File: src/sbrs_pkg.sv
package sbrs_pkg;

    // Clock and timing
    localparam int unsigned CLK_HZ = 125_000_000;
    localparam int unsigned CYC_PER_MS = CLK_HZ / 1000;
    localparam int unsigned SOFT_RST_MS = 10;
    localparam int unsigned SOFT_RST_CYC = CYC_PER_MS * SOFT_RST_MS;
    localparam int unsigned TGT_TIMEOUT_MS = 1000;
    localparam int unsigned TGT_TIMEOUT_CYC = CYC_PER_MS * TGT_TIMEOUT_MS;

    // Flash map, byte addresses
    localparam logic [31:0] MAIN_PAGE_START = 32'h0000_0000;
    localparam logic [31:0] MAIN_PAGE_END = 32'h0036_8E43;
    localparam logic [31:0] MAIN_PROG_START = 32'h0036_8E44;
    localparam logic [31:0] MAIN_PROG_END = 32'h0037_A13B;
    localparam logic [31:0] DB_IMAGE_START = 32'h0040_0000;
    localparam logic [31:0] MAIN_PROG_LEN = MAIN_PROG_END - MAIN_PROG_START + 32'h0000_0001;

    // Split of the main configuration page into self and IO images; detector image length
    localparam logic [31:0] SELF_IMAGE_START = MAIN_PAGE_START;
    localparam logic [31:0] SELF_IMAGE_LEN = 32'h0012_4000;
    localparam logic [31:0] IO0_IMAGE_START = 32'h0012_4000;
    localparam logic [31:0] IO1_IMAGE_START = 32'h0024_6000;
    localparam logic [31:0] IO_IMAGE_LEN = 32'h0012_2000;
    localparam logic [31:0] DB_IMAGE_LEN = 32'h0010_0000;

    // Serial flash
    localparam logic [7:0] FLASH_READ_CMD = 8'h03;
    localparam logic [5:0] FLASH_HDR_LAST_BIT = 6'h1F;
    localparam logic [5:0] FLASH_BYTE_LAST_BIT = 6'h07;

    // System size
    localparam int unsigned IO_COUNT = 2;
    localparam int unsigned DB_COUNT = 8;

    typedef enum logic [2:0] {
        TGT_SELF,
        TGT_IO0,
        TGT_IO1,
        TGT_PROG,
        TGT_DB
    } sbrs_tgt_t;

endpackage

File: src/sbrs_flash_if.sv
`timescale 1ns/1ps
interface sbrs_flash_if;
    logic req;
    logic abort;
    logic [31:0] addr;
    logic [31:0] len;
    logic [7:0] data;
    logic valid;
    logic done;
    logic busy;

    modport seq (
        output req,
        output abort,
        output addr,
        output len,
        input data,
        input valid,
        input done,
        input busy
    );

    modport rdr (
        input req,
        input abort,
        input addr,
        input len,
        output data,
        output valid,
        output done,
        output busy
    );
endinterface

File: src/sbrs_flash_reader.sv
`timescale 1ns/1ps
module sbrs_flash_reader
    import sbrs_pkg::*;
(
    input wire logic clk_sys,
    input wire logic reset,
    sbrs_flash_if.rdr fl,
    output logic flash_sck,
    output logic flash_cs_n,
    output logic flash_mosi,
    input wire logic flash_miso
);

    typedef enum logic [1:0] {
        R_IDLE,
        R_HDR,
        R_DATA
    } sbrs_rd_state_t;

    sbrs_rd_state_t state, next_state;
    logic [31:0] shreg, next_shreg;
    logic [5:0] bitcnt, next_bitcnt;
    logic [31:0] remain, next_remain;
    logic [7:0] rx, next_rx;
    logic [7:0] data, next_data;
    logic valid, next_valid;
    logic done, next_done;
    logic sck, next_sck;
    logic cs_n, next_cs_n;
    logic mosi, next_mosi;

    assign fl.data = data;
    assign fl.valid = valid;
    assign fl.done = done;
    assign fl.busy = (state != R_IDLE);
    assign flash_sck = sck;
    assign flash_cs_n = cs_n;
    assign flash_mosi = mosi;

    // SCK runs at half the system clock; miso sampled as SCK rises
    always_comb begin
        next_state = state;
        next_shreg = shreg;
        next_bitcnt = bitcnt;
        next_remain = remain;
        next_rx = rx;
        next_data = data;
        next_valid = 1'b0;
        next_done = 1'b0;
        next_sck = sck;
        next_cs_n = cs_n;
        next_mosi = mosi;
        if (fl.abort) begin
            next_state = R_IDLE;
            next_sck = 1'b0;
            next_cs_n = 1'b1;
            next_mosi = 1'b0;
        end else begin
            case (state)
                R_IDLE: begin
                    if (fl.req) begin
                        if (fl.len == 32'h0000_0000) begin
                            next_done = 1'b1;
                        end else begin
                            // Only 24 address bits go out; the map stays below 16 MB
                            next_shreg = {FLASH_READ_CMD, fl.addr[23:0]};
                            next_bitcnt = FLASH_HDR_LAST_BIT;
                            next_remain = fl.len;
                            next_cs_n = 1'b0;
                            next_mosi = FLASH_READ_CMD[7];
                            next_state = R_HDR;
                        end
                    end
                end
                R_HDR: begin
                    if (!sck) begin
                        next_sck = 1'b1;
                    end else begin
                        next_sck = 1'b0;
                        if (bitcnt == 6'h00) begin
                            next_bitcnt = FLASH_BYTE_LAST_BIT;
                            next_state = R_DATA;
                        end else begin
                            next_shreg = {shreg[30:0], 1'b0};
                            next_mosi = shreg[30];
                            next_bitcnt = bitcnt - 6'h01;
                        end
                    end
                end
                R_DATA: begin
                    if (!sck) begin
                        next_sck = 1'b1;
                        next_rx = {rx[6:0], flash_miso};
                    end else begin
                        next_sck = 1'b0;
                        if (bitcnt == 6'h00) begin
                            next_data = rx;
                            next_valid = 1'b1;
                            next_remain = remain - 32'h0000_0001;
                            next_bitcnt = FLASH_BYTE_LAST_BIT;
                            if (remain == 32'h0000_0001) begin
                                next_done = 1'b1;
                                next_cs_n = 1'b1;
                                next_mosi = 1'b0;
                                next_state = R_IDLE;
                            end
                        end else begin
                            next_bitcnt = bitcnt - 6'h01;
                        end
                    end
                end
                default: begin
                    next_state = R_IDLE;
                    next_cs_n = 1'b1;
                end
            endcase
        end
    end

    always_ff @(posedge clk_sys or posedge reset) begin
        if (reset) begin
            state <= R_IDLE;
            shreg <= 32'h0000_0000;
            bitcnt <= 6'h00;
            remain <= 32'h0000_0000;
            rx <= 8'h00;
            data <= 8'h00;
            valid <= 1'b0;
            done <= 1'b0;
            sck <= 1'b0;
            cs_n <= 1'b1;
            mosi <= 1'b0;
        end else begin
            state <= next_state;
            shreg <= next_shreg;
            bitcnt <= next_bitcnt;
            remain <= next_remain;
            rx <= next_rx;
            data <= next_data;
            valid <= next_valid;
            done <= next_done;
            sck <= next_sck;
            cs_n <= next_cs_n;
            mosi <= next_mosi;
        end
    end

endmodule

File: src/sbrs_boot_sequencer.sv
`timescale 1ns/1ps
// Behaviour
// - Main FPGA loads itself first, then the IO FPGAs one after another.
// - Two separate IO images in flash, each delivered to its own IO FPGA.
// - Main program copied and started only after both IO FPGAs configured.
// - Program order: Ethernet init, node init, soft reset, detector boards.
// - Main FPGA masters the flash and programs all detector boards together.
// - Detector images read from byte address 0x00400000; addresses are bytes.
// - Config page at 0x0..0x368E43, main program at 0x368E44..0x37A13B.
// - Each IO FPGA runs, initialises, resets, then idles awaiting SPI.
// - Each detector board runs, resets, waits for SPI; boot then ends.
// - Hard reset button stops every FPGA and overrides all other resets.
// - Firmware reset keeps FPGAs configured but unlocks the PLL.
// - System clock is passed on only while the PLL reports lock.
// - Soft reset with PLL locked hits only comms blocks, about 10 ms.
module sbrs_boot_sequencer
    import sbrs_pkg::*;
#(
    parameter int unsigned SOFT_RST_CYC_P = sbrs_pkg::SOFT_RST_CYC,
    parameter int unsigned TGT_TIMEOUT_CYC_P = sbrs_pkg::TGT_TIMEOUT_CYC
) (
    input wire logic clk_sys,
    input wire logic reset,
    input wire logic hard_reset_btn,
    input wire logic fw_reset_req,
    input wire logic pll_locked,
    output logic flash_sck,
    output logic flash_cs_n,
    output logic flash_mosi,
    input wire logic flash_miso,
    input wire logic self_cfg_done,
    input wire logic [sbrs_pkg::IO_COUNT-1:0] io_cfg_done,
    input wire logic [sbrs_pkg::IO_COUNT-1:0] io_idle,
    input wire logic [sbrs_pkg::DB_COUNT-1:0] db_cfg_done,
    input wire logic [sbrs_pkg::DB_COUNT-1:0] db_idle,
    input wire logic eth_init_done,
    input wire logic node_init_done,
    output logic [7:0] cfg_data,
    output logic self_cfg_wr,
    output logic [sbrs_pkg::IO_COUNT-1:0] io_cfg_wr,
    output logic prog_wr,
    output logic db_cfg_wr,
    output logic fpga_stop,
    output logic prog_run,
    output logic eth_init_start,
    output logic node_init_start,
    output logic soft_rst,
    output logic pll_rst,
    output logic sys_clk_en,
    output logic boot_busy,
    output logic boot_done,
    output logic boot_error
);
    import sbrs_pkg::*;

    typedef enum logic [3:0] {
        ST_STOP,
        ST_LOAD,
        ST_WAIT,
        ST_ETH,
        ST_NODE,
        ST_SOFT,
        ST_SETTLE,
        ST_DONE,
        ST_ERROR
    } sbrs_state_t;

    localparam logic [31:0] TIMEOUT_LAST = 32'(TGT_TIMEOUT_CYC_P - 1);
    localparam logic [31:0] SOFT_LAST = 32'(SOFT_RST_CYC_P - 1);

    function automatic logic [31:0] tgt_addr(input sbrs_tgt_t t);
        case (t)
            TGT_SELF: tgt_addr = SELF_IMAGE_START;
            TGT_IO0: tgt_addr = IO0_IMAGE_START;
            TGT_IO1: tgt_addr = IO1_IMAGE_START;
            TGT_PROG: tgt_addr = MAIN_PROG_START;
            TGT_DB: tgt_addr = DB_IMAGE_START;
            default: tgt_addr = SELF_IMAGE_START;
        endcase
    endfunction

    function automatic logic [31:0] tgt_len(input sbrs_tgt_t t);
        case (t)
            TGT_SELF: tgt_len = SELF_IMAGE_LEN;
            TGT_IO0: tgt_len = IO_IMAGE_LEN;
            TGT_IO1: tgt_len = IO_IMAGE_LEN;
            TGT_PROG: tgt_len = MAIN_PROG_LEN;
            TGT_DB: tgt_len = DB_IMAGE_LEN;
            default: tgt_len = 32'h0000_0000;
        endcase
    endfunction

    sbrs_flash_if fl ();

    sbrs_flash_reader u_reader (
        .clk_sys(clk_sys),
        .reset(reset),
        .fl(fl),
        .flash_sck(flash_sck),
        .flash_cs_n(flash_cs_n),
        .flash_mosi(flash_mosi),
        .flash_miso(flash_miso)
    );

    sbrs_state_t state, next_state;
    sbrs_tgt_t tgt, next_tgt;
    logic issued, next_issued;
    logic req, next_req;
    logic abort, next_abort;
    logic [31:0] cnt, next_cnt;
    logic [7:0] next_cfg_data;
    logic next_self_cfg_wr;
    logic [IO_COUNT-1:0] next_io_cfg_wr;
    logic next_prog_wr;
    logic next_db_cfg_wr;
    logic next_fpga_stop;
    logic next_prog_run;
    logic next_eth_init_start;
    logic next_node_init_start;
    logic next_soft_rst;
    logic next_boot_done;
    logic next_boot_error;
    logic next_pll_rst;
    logic next_sys_clk_en;
    logic tgt_ok;
    logic timed_out;

    assign fl.req = req;
    assign fl.abort = abort;
    assign fl.addr = tgt_addr(tgt);
    assign fl.len = tgt_len(tgt);
    assign boot_busy = (state != ST_DONE) && (state != ST_ERROR);
    assign timed_out = (cnt == TIMEOUT_LAST);

    // Done condition of the target now being configured
    always_comb begin
        case (tgt)
            TGT_SELF: tgt_ok = self_cfg_done;
            TGT_IO0: tgt_ok = io_cfg_done[0];
            TGT_IO1: tgt_ok = io_cfg_done[1];
            TGT_PROG: tgt_ok = 1'b1;
            TGT_DB: tgt_ok = &db_cfg_done;
            default: tgt_ok = 1'b0;
        endcase
    end

    always_comb begin
        next_state = state;
        next_tgt = tgt;
        next_issued = issued;
        next_req = 1'b0;
        next_abort = 1'b0;
        next_cnt = cnt;
        next_cfg_data = cfg_data;
        next_self_cfg_wr = 1'b0;
        next_io_cfg_wr = '0;
        next_prog_wr = 1'b0;
        next_db_cfg_wr = 1'b0;
        next_fpga_stop = fpga_stop;
        next_prog_run = prog_run;
        next_eth_init_start = 1'b0;
        next_node_init_start = 1'b0;
        next_soft_rst = soft_rst;
        next_boot_done = boot_done;
        next_boot_error = boot_error;
        if (hard_reset_btn) begin
            // Everything downstream is held unconfigured until release
            next_state = ST_STOP;
            next_fpga_stop = 1'b1;
            next_abort = 1'b1;
            next_issued = 1'b0;
            next_cnt = 32'h0000_0000;
            next_prog_run = 1'b0;
            next_soft_rst = 1'b0;
            next_boot_done = 1'b0;
            next_boot_error = 1'b0;
        end else begin
            case (state)
                ST_STOP: begin
                    next_fpga_stop = 1'b0;
                    next_tgt = TGT_SELF;
                    next_issued = 1'b0;
                    next_state = ST_LOAD;
                end
                ST_LOAD: begin
                    if (!issued) begin
                        next_req = 1'b1;
                        next_issued = 1'b1;
                    end
                    if (fl.valid) begin
                        next_cfg_data = fl.data;
                        next_self_cfg_wr = (tgt == TGT_SELF);
                        next_io_cfg_wr[0] = (tgt == TGT_IO0);
                        next_io_cfg_wr[1] = (tgt == TGT_IO1);
                        next_prog_wr = (tgt == TGT_PROG);
                        // One strobe feeds every detector board at once
                        next_db_cfg_wr = (tgt == TGT_DB);
                    end
                    if (fl.done) begin
                        next_cnt = 32'h0000_0000;
                        next_state = ST_WAIT;
                    end
                end
                ST_WAIT: begin
                    next_cnt = cnt + 32'h0000_0001;
                    next_issued = 1'b0;
                    if (tgt_ok) begin
                        next_cnt = 32'h0000_0000;
                        case (tgt)
                            TGT_SELF: begin
                                next_tgt = TGT_IO0;
                                next_state = ST_LOAD;
                            end
                            TGT_IO0: begin
                                next_tgt = TGT_IO1;
                                next_state = ST_LOAD;
                            end
                            TGT_IO1: begin
                                next_tgt = TGT_PROG;
                                next_state = ST_LOAD;
                            end
                            TGT_PROG: begin
                                next_prog_run = 1'b1;
                                next_eth_init_start = 1'b1;
                                next_state = ST_ETH;
                            end
                            default: begin
                                next_state = ST_SETTLE;
                            end
                        endcase
                    end else if (timed_out) begin
                        next_boot_error = 1'b1;
                        next_state = ST_ERROR;
                    end
                end
                ST_ETH: begin
                    next_cnt = cnt + 32'h0000_0001;
                    if (eth_init_done) begin
                        next_cnt = 32'h0000_0000;
                        next_node_init_start = 1'b1;
                        next_state = ST_NODE;
                    end else if (timed_out) begin
                        next_boot_error = 1'b1;
                        next_state = ST_ERROR;
                    end
                end
                ST_NODE: begin
                    next_cnt = cnt + 32'h0000_0001;
                    if (node_init_done) begin
                        next_cnt = 32'h0000_0000;
                        next_state = ST_SOFT;
                    end else if (timed_out) begin
                        next_boot_error = 1'b1;
                        next_state = ST_ERROR;
                    end
                end
                ST_SOFT: begin
                    // Soft reset counts only with the PLL locked
                    if (pll_locked && !pll_rst) begin
                        next_soft_rst = 1'b1;
                        next_cnt = cnt + 32'h0000_0001;
                        if (soft_rst && cnt == SOFT_LAST) begin
                            next_soft_rst = 1'b0;
                            next_cnt = 32'h0000_0000;
                            next_tgt = TGT_DB;
                            next_state = ST_LOAD;
                        end
                    end
                end
                ST_SETTLE: begin
                    next_cnt = cnt + 32'h0000_0001;
                    if ((&io_idle) && (&db_idle)) begin
                        next_boot_done = 1'b1;
                        next_state = ST_DONE;
                    end else if (timed_out) begin
                        next_boot_error = 1'b1;
                        next_state = ST_ERROR;
                    end
                end
                ST_DONE: begin
                    next_state = ST_DONE;
                end
                ST_ERROR: begin
                    // Stays here until a hard reset restarts the boot
                    next_state = ST_ERROR;
                end
                default: begin
                    next_state = ST_STOP;
                end
            endcase
        end
    end

    always_ff @(posedge clk_sys or posedge reset) begin
        if (reset) begin
            state <= ST_STOP;
            tgt <= TGT_SELF;
            issued <= 1'b0;
            req <= 1'b0;
            abort <= 1'b0;
            cnt <= 32'h0000_0000;
            cfg_data <= 8'h00;
            self_cfg_wr <= 1'b0;
            io_cfg_wr <= '0;
            prog_wr <= 1'b0;
            db_cfg_wr <= 1'b0;
            fpga_stop <= 1'b1;
            prog_run <= 1'b0;
            eth_init_start <= 1'b0;
            node_init_start <= 1'b0;
            soft_rst <= 1'b0;
            boot_done <= 1'b0;
            boot_error <= 1'b0;
        end else begin
            state <= next_state;
            tgt <= next_tgt;
            issued <= next_issued;
            req <= next_req;
            abort <= next_abort;
            cnt <= next_cnt;
            cfg_data <= next_cfg_data;
            self_cfg_wr <= next_self_cfg_wr;
            io_cfg_wr <= next_io_cfg_wr;
            prog_wr <= next_prog_wr;
            db_cfg_wr <= next_db_cfg_wr;
            fpga_stop <= next_fpga_stop;
            prog_run <= next_prog_run;
            eth_init_start <= next_eth_init_start;
            node_init_start <= next_node_init_start;
            soft_rst <= next_soft_rst;
            boot_done <= next_boot_done;
            boot_error <= next_boot_error;
        end
    end

    // PLL control; configuration state is left untouched by a firmware reset
    always_comb begin
        next_pll_rst = hard_reset_btn | fw_reset_req;
        next_sys_clk_en = pll_locked & ~next_pll_rst;
    end

    always_ff @(posedge clk_sys or posedge reset) begin
        if (reset) begin
            pll_rst <= 1'b1;
            sys_clk_en <= 1'b0;
        end else begin
            pll_rst <= next_pll_rst;
            sys_clk_en <= next_sys_clk_en;
        end
    end

endmodule

File: config.mk
export PLATFORM = sky130hd
export DESIGN_NAME = sbrs_boot_sequencer
export DESIGN_NICKNAME = d
export VERILOG_FILES = /design/src/sbrs_pkg.sv /design/src/sbrs_flash_if.sv /design/src/sbrs_flash_reader.sv /design/src/sbrs_boot_sequencer.sv
export SDC_FILE = /design/constraint.sdc
export NUM_CORES = 1
export LEC_CHECK = 0
export ABC_AREA = 1
export ABC_CLOCK_PERIOD_IN_PS = 7000
export BUFFER_PORTS_ARGS = -buffer_cell sky130_fd_sc_hd__clkbuf_2
export CORE_MARGIN = 5
export CORE_UTILIZATION = 61
export DETAILED_ROUTE_END_ITERATION = 7
export PLACE_DENSITY = 0.8
export SYNTH_ARGS = -nofsm -noshare
export SYNTH_HDL_FRONTEND = slang
export SYNTH_SLANG_ARGS = --single-unit
File: constraint.sdc
create_clock -name clk_sys -period 7 [get_ports clk_sys]
set_clock_uncertainty 0.2 [all_clocks]
set_input_delay 1.4 -clock clk_sys [delete_from_list [all_inputs] [get_ports clk_sys]]
set_output_delay 1.4 -clock clk_sys [all_outputs]
set_load 0.02 [all_outputs]
==> results of run 1 <==
==> registers in the layout, summed over array words and instances, names as in the netlist, 2 cells and up <==
signal / count
u_reader.bitcnt: 6
cnt: 32
cfg_data: 8
u_reader.rx: 8
u_reader.remain: 32
tgt: 3
io_cfg_wr: 2
u_reader.fl.data: 8
state: 4
u_reader.shreg: 29
u_reader.state: 2
==> per-stage QoR <==
stage / worst slack, ns / std cells / hold slack (ns)
after floorplan: 1.26 / 1193 / 0.201
after global placement: 3.26 / 1396 / 0.246
after detailed placement: 3.13 / 1396 / 0.242
after CTS: 3.09 / 1427 / 0.262
after global routing: 2.63 / 1427 / 0.291
final: 3.10 / 1427 / 0.266
==> layout by cell type, fill, tap and decap left out, types with 5 or more instances in the layout <==
cell	n
sky130_fd_sc_hd__clkinv_1	5
sky130_fd_sc_hd__nand2_1	327
sky130_fd_sc_hd__a21oi_1	52
sky130_fd_sc_hd__nor2_1	192
sky130_fd_sc_hd__xnor2_1	6
sky130_fd_sc_hd__a31oi_1	9
sky130_fd_sc_hd__o21ai_0	83
sky130_fd_sc_hd__inv_2	9
sky130_fd_sc_hd__nor3_1	12
sky130_fd_sc_hd__ha_1	9
sky130_fd_sc_hd__clkbuf_16	17
sky130_fd_sc_hd__o21ai_1	7
sky130_fd_sc_hd__nand3_1	69
sky130_fd_sc_hd__inv_1	128
sky130_fd_sc_hd__a22oi_1	7
sky130_fd_sc_hd__o21ai_2	11
sky130_fd_sc_hd__dfrtp_1	151
sky130_fd_sc_hd__xor2_1	17
sky130_fd_sc_hd__o22ai_1	5
sky130_fd_sc_hd__nor2_2	10
sky130_fd_sc_hd__nand4_1	19
sky130_fd_sc_hd__clkbuf_2	54
==> final timing paths <==
kind | to | slack [ns]
min in group asynchronous | cnt[6] | 0.94
max in group asynchronous | u_reader.shreg[27] | 4.37
min reg2reg | fl.req | 0.27
max reg2reg | u_reader.shreg[18] | 3.10
min | fl.req | 0.27
max | u_reader.shreg[18] | 3.10
==> synthesized netlist by cell type (all sizes together) (2+ instances only) <==
master / instances / area (um^2)
mux2: 2 / 22.5
o22ai: 5 / 31.3
nand3: 72 / 375
xor2: 17 / 149
xnor2: 6 / 52.6
o21ai: 103 / 579
o31ai: 2 / 15.0
nor2: 205 / 817
ha: 9 / 113
a22oi: 7 / 52.6
a31oi: 9 / 56.3
clkbuf: 10 / 37.5
buf: 23 / 129
nand2: 328 / 1230
dfstp: 3 / 78.8
dfrtp: 151 / 3780
nor3: 12 / 60.1
a21oi: 53 / 269
nand4: 20 / 131
nand3b: 2 / 15.0
clkinv: 5 / 18.8
inv: 139 / 524
o211ai: 2 / 15.0
==> layer usage <==
| layer | up-vias | GRT usage, % |
|---|---|---|
| li1 | 3888 | - |
| met1 | 3735 | 36.9 |
| met2 | 271 | 39.1 |
| met3 | 39 | 5.94 |
| met4 | 2 | 6.98 |
| met5 | - | 0 |
==> power breakdown <==
| group | leakage [uW] | switching, uW | internal [uW] |
|---|---|---|---|
| Combinational | 0.00226 | 609 | 255 |
| Sequential | 0.00205 | 121 | 1040 |
| Clock | 0.000296 | 379 | 601 |
==> final cells by class <==
cell class,instances,area [um^2]
multi-input combinational,862,4050
timing repair buffer,56,285
fill,1197,4300
inverter,144,548
clock inverter,12,190
clock buffer,19,433
sequential,154,3860
tap,180,225
==> kinds of logic (layout without fill, tap and decap cells) <==
kind of cell	Yosys count	in the layout	share of synthesized area, %
flip-flops	154	154	44.8
AO/OA/AOI/OAI	185	185	12.2
buffers and inverters	177	231	8.24
XOR/XNOR	23	23	2.34
adder cells (fa/ha/maj)	9	9	1.31
AND/OR/NAND/NOR	643	643	30.9
multiplexers	2	2	0.261
==> parameters.txt, run 1 <==
Parameter                              Value

Run status
  Status    complete, no violations

Logic synthesis
  Post-synthesis instance total    1193
  Synthesized flop and latch total    approximately 150
  Number of warning messages in the yosys log    0
  Sequential cell area fraction in the yosys report    around 45%
  Syn Nets    between 1k and 1.5k
  Count of unique library cells instantiated by Yosys    between 40 and 50
  Fraction of synthesis flops using an asynchronous set or reset pin    between 90% and 100%
  Main flop type after synthesis    sky130_fd_sc_hd__dfrtp_1
  Number of enable flip-flop cells after synthesis    0
  Summed instance area of the synthesized netlist    ~8600 um^2
  Post-Synthesis Mean Instance Area    7.22 um^2

Global routing
  Antenna violations before repair    1
  First-pass GRT wire length    between 30000 and 40000 um
  Number of global-route vias before repair    between 7k and 8k
  Pin count of the biggest net entering global routing    95
  GRT Util Overall    approximately a quarter
  Overflow after GRT    0

Clock network
  Clock tree from TritonCTS    yes
  CTS buffer count    17
  Clk slew on worst S/H paths    ~0.06 ns
  Buffer cell driving the clock tree root    sky130_fd_sc_hd__clkbuf_16
  Post-CTS resize count    0
  Insertion delay of the later-clocked pin in the worst-skew pair    about 0.42 ns
  Clock sink total    between 150 and 200
  Buffers inserted by post-CTS timing repair    0
  Post-cts hold buffer count    0
  H-Tree Depth    4
  Maximum buffer depth of the clock tree    2

Setup path
  Start of the worst register-to-register path    u_reader.state[1]
  Element type at the critical path end    register
  Worst EP arrival    4.04 ns
  Kind of cell with the highest combined delay on the critical path    buffers and inverters
  Launching instance or port of the critical path    u_reader.state[1]
  Required time of the worst setup path    7.13 ns
  Master of the slowest instance on the critical path    sky130_fd_sc_hd__ha_1
  Most frequent cell on the critical path    sky130_fd_sc_hd__inv_1
  Series of cell instances along the critical path    inv_1, ha_1, inv_1, nor2_1, inv_1, a21oi_1, nand2_1, inv_1, nor2_1, a31oi_1
  Worst path bufs/invs    4
  Worst Reg2Reg Path Length in Cells    10
  Total number of cells along the worst setup path    10
  CP startpoint kind    register
  Peak per-stage delay on the critical path    ~0.76 ns
  Largest driver fanout on the critical path    30
  Type of the worst setup path    reg2reg

Hold path
  Startpoint of the tightest hold check path    issued
  HP Class    reg2reg
  Cells on Worst Hold Path    1

Placement
  Port bufs    54
  Global placer's final weighted congestion    ~0.95
  Post-DP HPWL    between 10000 and 15000 um
  Area post-placement    approximately 9000 um^2

Cells and area
  Final net count    around 1.3k
  Final core utilization    about 69%
  Final design instance area without fill    ~9600 um^2
  Share of final-layout standard cells stronger than drive strength 1    10.7%
  Post-synthesis to final-layout area growth    11.3%
  Diode insertion count for antenna repair    0

Floorplanning
  I/O pins    55
  Area enclosed by the die boundary    between 15000 and 20000 um^2
  Number of cell rows    43
  Initial cell density of the core    approximately 62%
  Floorplan die width    ~130 um
  Core footprint    roughly 14000 um^2
  Die extent in y    ~130 um

STA
  Final-layout setup total negative slack    0 ns
  Slew at the pin closest to its max-slew limit    0.899 ns
  Count of final hold-check violations    0
  Final worst-path cycle share    between 50 and 60%
  RSZ-0062 raised after global routing    false
  Worst slew slack as a fraction of its limit    40.1%
  Timing-limited maximum frequency    about 0.26 GHz
  Final setup violation count    0
  Final worst path period need    ~4 ns
  Max Slew Vio Count    0

Power and ir drop
  Worst-case vdd ir drop    0.265 mV
  Total chip power    between 3000 and 4000 uW
  Cell leakage power    0.00461 uW
  Power density of the placed cells    around 310 nW/um^2

Detailed routing
  Top layer used by detailed routing    met5
  Via density    around 5.6
  Total length of routed met2 wires    between 9000 and 10000 um
  First DRT Iteration DRCs    about 820
  Count of antenna-violating nets left after detailed routing    0
  Total wire length after detailed routing    between 20000 and 25000 um
  Via total after detailed routing    7935
  Number of remaining DRC errors    0
  Average wire length per cell after detail routing    about 14 um
  Sum of routed wire segments on met1    9260 um
  Detailed-routed wire length on met3    between 1000 and 1500 um
  Count of TritonRoute iterations in the first routing pass    7

Flow run
  Max Cap Violations    0
No activity file was read; power rests on OpenSTA's default activity.
==> run 2: changes to the inputs <==
--- a/config.mk
+++ b/config.mk
@@ -5,8 +5,8 @@
 export SDC_FILE = /design/constraint.sdc
 export NUM_CORES = 1
 export LEC_CHECK = 0
-export ABC_AREA = 1
-export ABC_CLOCK_PERIOD_IN_PS = 7000
+export ABC_AREA = 0
+export ABC_CLOCK_PERIOD_IN_PS = 4000
 export BUFFER_PORTS_ARGS = -buffer_cell sky130_fd_sc_hd__clkbuf_2
 export CORE_MARGIN = 5
 export CORE_UTILIZATION = 61
==> constraint.sdc (replaced) <==
create_clock -name clk_sys -period 4 [get_ports clk_sys]
set_clock_uncertainty 0.2 [all_clocks]
set_input_delay 0.8 -clock clk_sys [delete_from_list [all_inputs] [get_ports clk_sys]]
set_output_delay 0.8 -clock clk_sys [all_outputs]
set_load 0.02 [all_outputs]
==> run 2 against run 1 <==
Compared with the run above: sequential cell count stayed put; sequential share of layout area is 2.1 points higher; combinational power rose by 30%; synthesized cell count shrank 24%; first-iteration DRC count decreased by 14%; largest cell class unchanged; highest routed layer unchanged.
==> parameters.txt, run 2 <==
Parameter                              Value

STA
  Final setup violation count    0 (unchanged)
  Final-layout setup total negative slack    0 ns (unchanged)
  Final worst-path cycle share    80.2% (was 55.7%)
  RSZ-0062 raised after global routing    false (unchanged)
  Final worst path period need    3.21 ns (was 3.90 ns)
  Timing-limited maximum frequency    0.312 GHz (was 0.256 GHz)
  Max Slew Vio Count    0 (unchanged)
  PnR worst setup slack    0.792 ns (was 3.10 ns)
  Slew at the pin closest to its max-slew limit    0.859 ns (was 0.899 ns)
  Worst slew slack as a fraction of its limit    42.2% (was 40.1%)
  Count of final hold-check violations    0 (unchanged)

Cells and area
  Final design instance area without fill    9110 um^2 (was 9580 um^2)
  Final net count    980 (was 1273)
  Regs by FF count    cnt (32), u_reader.remain (32), u_reader.shreg (29) (unchanged)
  Post-layout instance count excluding filler cells    1131 (was 1427)
  Most used cells in the layout excluding fill and tap cells    sky130_fd_sc_hd__dfrtp_1 (151), sky130_fd_sc_hd__nand2_1 (131), sky130_fd_sc_hd__nor2_1 (80) (was sky130_fd_sc_hd__nand2_1 (327), sky130_fd_sc_hd__nor2_1 (192), sky130_fd_sc_hd__dfrtp_1 (151))
  Share of final-layout standard cells stronger than drive strength 1    16.0% (was 10.7%)
  Final core utilization    69.1% (was 69.0%)
  Leading cell type in the layout, fill and taps excluded    sky130_fd_sc_hd__dfrtp_1 (was sky130_fd_sc_hd__nand2_1)
  Diode insertion count for antenna repair    0 (unchanged)
  Post-synthesis to final-layout area growth    11.8% (was 11.3%)

Placement
  Port bufs    54 (unchanged)
  Setup Slack @ Placement    0.878 ns (was 3.13 ns)
  Global placer's final weighted congestion    0.882 (was 0.948)
  Placed instance count    1099 (was 1396)
  Area post-placement    8530 um^2 (was 8960 um^2)
  Post-DP HPWL    12500 um (was 14200 um)

Detailed routing
  Number of remaining DRC errors    0 (unchanged)
  First DRT Iteration DRCs    699 (was 816)
  Via density    6.13 (was 5.56)
  Average wire length per cell after detail routing    16.5 um (was 14.3 um)
  Total wire length after detailed routing    18700 um (was 20400 um)
  Count of antenna-violating nets left after detailed routing    0 (unchanged)
  Via total after detailed routing    6930 (was 7935)
  Count of TritonRoute iterations in the first routing pass    5 (was 7)

Floorplanning
  Core footprint    13200 um^2 (was 13900 um^2)
  Number of cell rows    42 (was 43)
  Floorplan die width    126 um (was 129 um)
  Area enclosed by the die boundary    15800 um^2 (was 16600 um^2)
  Die extent in y    126 um (was 129 um)
  I/O pins    55 (unchanged)
  Initial cell density of the core    61.8% (was 62.0%)

Logic synthesis
  Count of unique library cells instantiated by Yosys    72 (was 45)
  Summed instance area of the synthesized netlist    8150 um^2 (was 8610 um^2)
  Top-area cell type share of the netlist area    46.4% (was 43.9%)
  Number of warning messages in the yosys log    0 (unchanged)
  Synthesized flop and latch total    154 (unchanged)
  Number of enable flip-flop cells after synthesis    0 (unchanged)
  Dominant cell type by area after synthesis    sky130_fd_sc_hd__dfrtp_1 (unchanged)
  Most common cell in the synthesized netlist    sky130_fd_sc_hd__dfrtp_1 (was sky130_fd_sc_hd__nand2_1)
  Post-synthesis instance total    906 (was 1193)
  Fraction of synthesis flops using an asynchronous set or reset pin    100% (unchanged)
  Sequential cell area fraction in the yosys report    47.3% (was 44.8%)
  Most area-consuming cells after synthesis    sky130_fd_sc_hd__dfrtp_1 (46%), sky130_fd_sc_hd__nand2_1 (6.0%), sky130_fd_sc_hd__nor2_1 (3.7%) (was sky130_fd_sc_hd__dfrtp_1 (44%), sky130_fd_sc_hd__nand2_1 (14%), sky130_fd_sc_hd__nor2_1 (8.4%))
  Main flop type after synthesis    sky130_fd_sc_hd__dfrtp_1 (unchanged)
  Top cells by instance count after synthesis    sky130_fd_sc_hd__dfrtp_1 (151), sky130_fd_sc_hd__nand2_1 (131), sky130_fd_sc_hd__nor2_1 (80) (was sky130_fd_sc_hd__nand2_1 (327), sky130_fd_sc_hd__nor2_1 (192), sky130_fd_sc_hd__dfrtp_1 (151))
  Post-Synthesis Mean Instance Area    8.99 um^2 (was 7.22 um^2)
  Syn Nets    944 (was 1231)

Global routing
  Overflow after GRT    0 (unchanged)
  Number of global-route vias before repair    6573 (was 7294)
  GRT Util Overall    24.2% (was 25.6%)
  First-pass GRT wire length    31700 um (was 34400 um)
  Pin count of the biggest net entering global routing    69 (was 95)
  Antenna violations before repair    1 (unchanged)

Setup path
  Type of the worst setup path    reg2reg (unchanged)
  Reg-to-reg slack, setup    0.79 ns (was 3.10 ns)
  Worst Reg2Reg Path Length in Cells    10 (unchanged)
  Start of the worst register-to-register path    u_reader.state[0] (was u_reader.state[1])
  Worst EP arrival    3.32 ns (was 4.04 ns)
  Element type at the critical path end    register (unchanged)
  Required time of the worst setup path    4.11 ns (was 7.13 ns)
  Largest driver fanout on the critical path    18 (was 30)
  Worst r2r dst    u_reader.remain[20] (was u_reader.shreg[18])
  CP startpoint kind    register (unchanged)

Power and ir drop
  Power density of the placed cells    512 nW/um^2 (was 314 nW/um^2)
  Cell leakage power    0.00391 uW (was 0.00461 uW)
  Worst-case vdd ir drop    0.408 mV (was 0.265 mV)

Clock network
  Clock tree from TritonCTS    yes (unchanged)
  Buffers inserted by post-CTS timing repair    0 (unchanged)
  H-Tree Depth    4 (unchanged)
  CTS buffer count    17 (unchanged)
  Insertion delay of the later-clocked pin in the worst-skew pair    0.43 ns (was 0.42 ns)
  Clk slew on worst S/H paths    0.07 ns (was 0.06 ns)
  Post-cts hold buffer count    0 (unchanged)
  Post-CTS resize count    0 (unchanged)
  Maximum buffer depth of the clock tree    2 (unchanged)
  Clock sink total    154 (unchanged)
  Buffer cell driving the clock tree root    sky130_fd_sc_hd__clkbuf_16 (unchanged)

Hold path
  HP Class    in2async (was reg2reg)

Flow run
  Max Cap Violations    0 (unchanged)

Run status
  Status    complete, no violations (unchanged)
==> run 2: changes by cell type after synthesis, sizes merged, moves of 15 or more <==
cell / before / now
nor3: 12 / 37
mux2: 2 / 19
nand4: 20 / 35
nand2: 328 / 131
inv: 139 / 46
clkbuf: 10 / 33
nor2: 205 / 80
a31oi: 9 / 26
o21ai: 103 / 64
nand3: 72 / 36
==> run 2: layout make-up <==
class | count | area [um^2]
fill | 1030 | 4080
inverter | 46 | 176
clock inverter | 15 | 154
timing repair buffer | 69 | 395
multi-input combinational | 654 | 3880
sequential | 154 | 3860
clock buffer | 17 | 425
tap | 176 | 220
==> run 2: power by group <==
| part | total [uW] | internal (uW) | switching, uW |
|---|---|---|---|
| Combinational | 1120 | 397 | 727 |
| Sequential | 1960 | 1730 | 226 |
| Clock | 1590 | 879 | 709 |
==> run 2: worst max-delay path by stage <==
| stage | startpoint | slack [ns] | depth (start not counted) | to |
|---|---|---|---|---|
| final | u_reader.state[0] | 0.79 | 10 | u_reader.remain[20] |
| after floorplan | reset | 1.06 | 1 | abort |
| after global routing | u_reader.state[0] | 0.61 | 10 | u_reader.remain[20] |
| after detailed placement | io_cfg_done[1] | 0.88 | 7 | cnt[17] |
| after CTS | u_reader.state[0] | 0.81 | 10 | u_reader.remain[20] |
| after global placement | u_reader.state[0] | 0.97 | 10 | u_reader.remain[20] |
==> run 2: through the flow <==
step / total power, uW / hold WS, ns
after floorplan: 2840 / 0.209
after global placement: 3050 / 0.239
after detailed placement: 3090 / 0.233
after CTS: 4670 / 0.240
after global routing: 4910 / 0.268
final: 4670 / 0.215
==> run 2: per-layer routing <==
metal	wire [um]	global-route usage (%)	up-vias
li1	-	-	3304
met1	8410	33.7	3364
met2	8700	37.3	215
met3	1050	5.33	45
met4	471	9.18	2
met5	20	0	-
==> run 2: worst max-delay path, cell delays in order (launching register included) <==
cell                       delay [ns]
sky130_fd_sc_hd__dfrtp_1         0.40
sky130_fd_sc_hd__inv_1           0.11
sky130_fd_sc_hd__ha_1            0.32
sky130_fd_sc_hd__buf_4           0.26
sky130_fd_sc_hd__and2b_2         0.26
sky130_fd_sc_hd__a41oi_4         0.23
sky130_fd_sc_hd__nor3_2          0.06
sky130_fd_sc_hd__buf_4           0.21
sky130_fd_sc_hd__a21boi_2        0.61
sky130_fd_sc_hd__a211oi_1        0.13
sky130_fd_sc_hd__a211o_1         0.30
==> run 2: cells by family (layout without fill, tap and decap cells) <==
family / after synthesis / in the layout / share of synthesized area, %
adders and majority gates: 9 / 9 / 1.38
AOI/OAI and AO/OA: 193 / 193 / 14.8
xor gates and xnor gates: 16 / 16 / 1.72
and+or+nand+nor: 410 / 410 / 25.9
buffers and inverters: 98 / 147 / 5.33
DFF: 154 / 154 / 47.3
muxes: 26 / 26 / 3.49
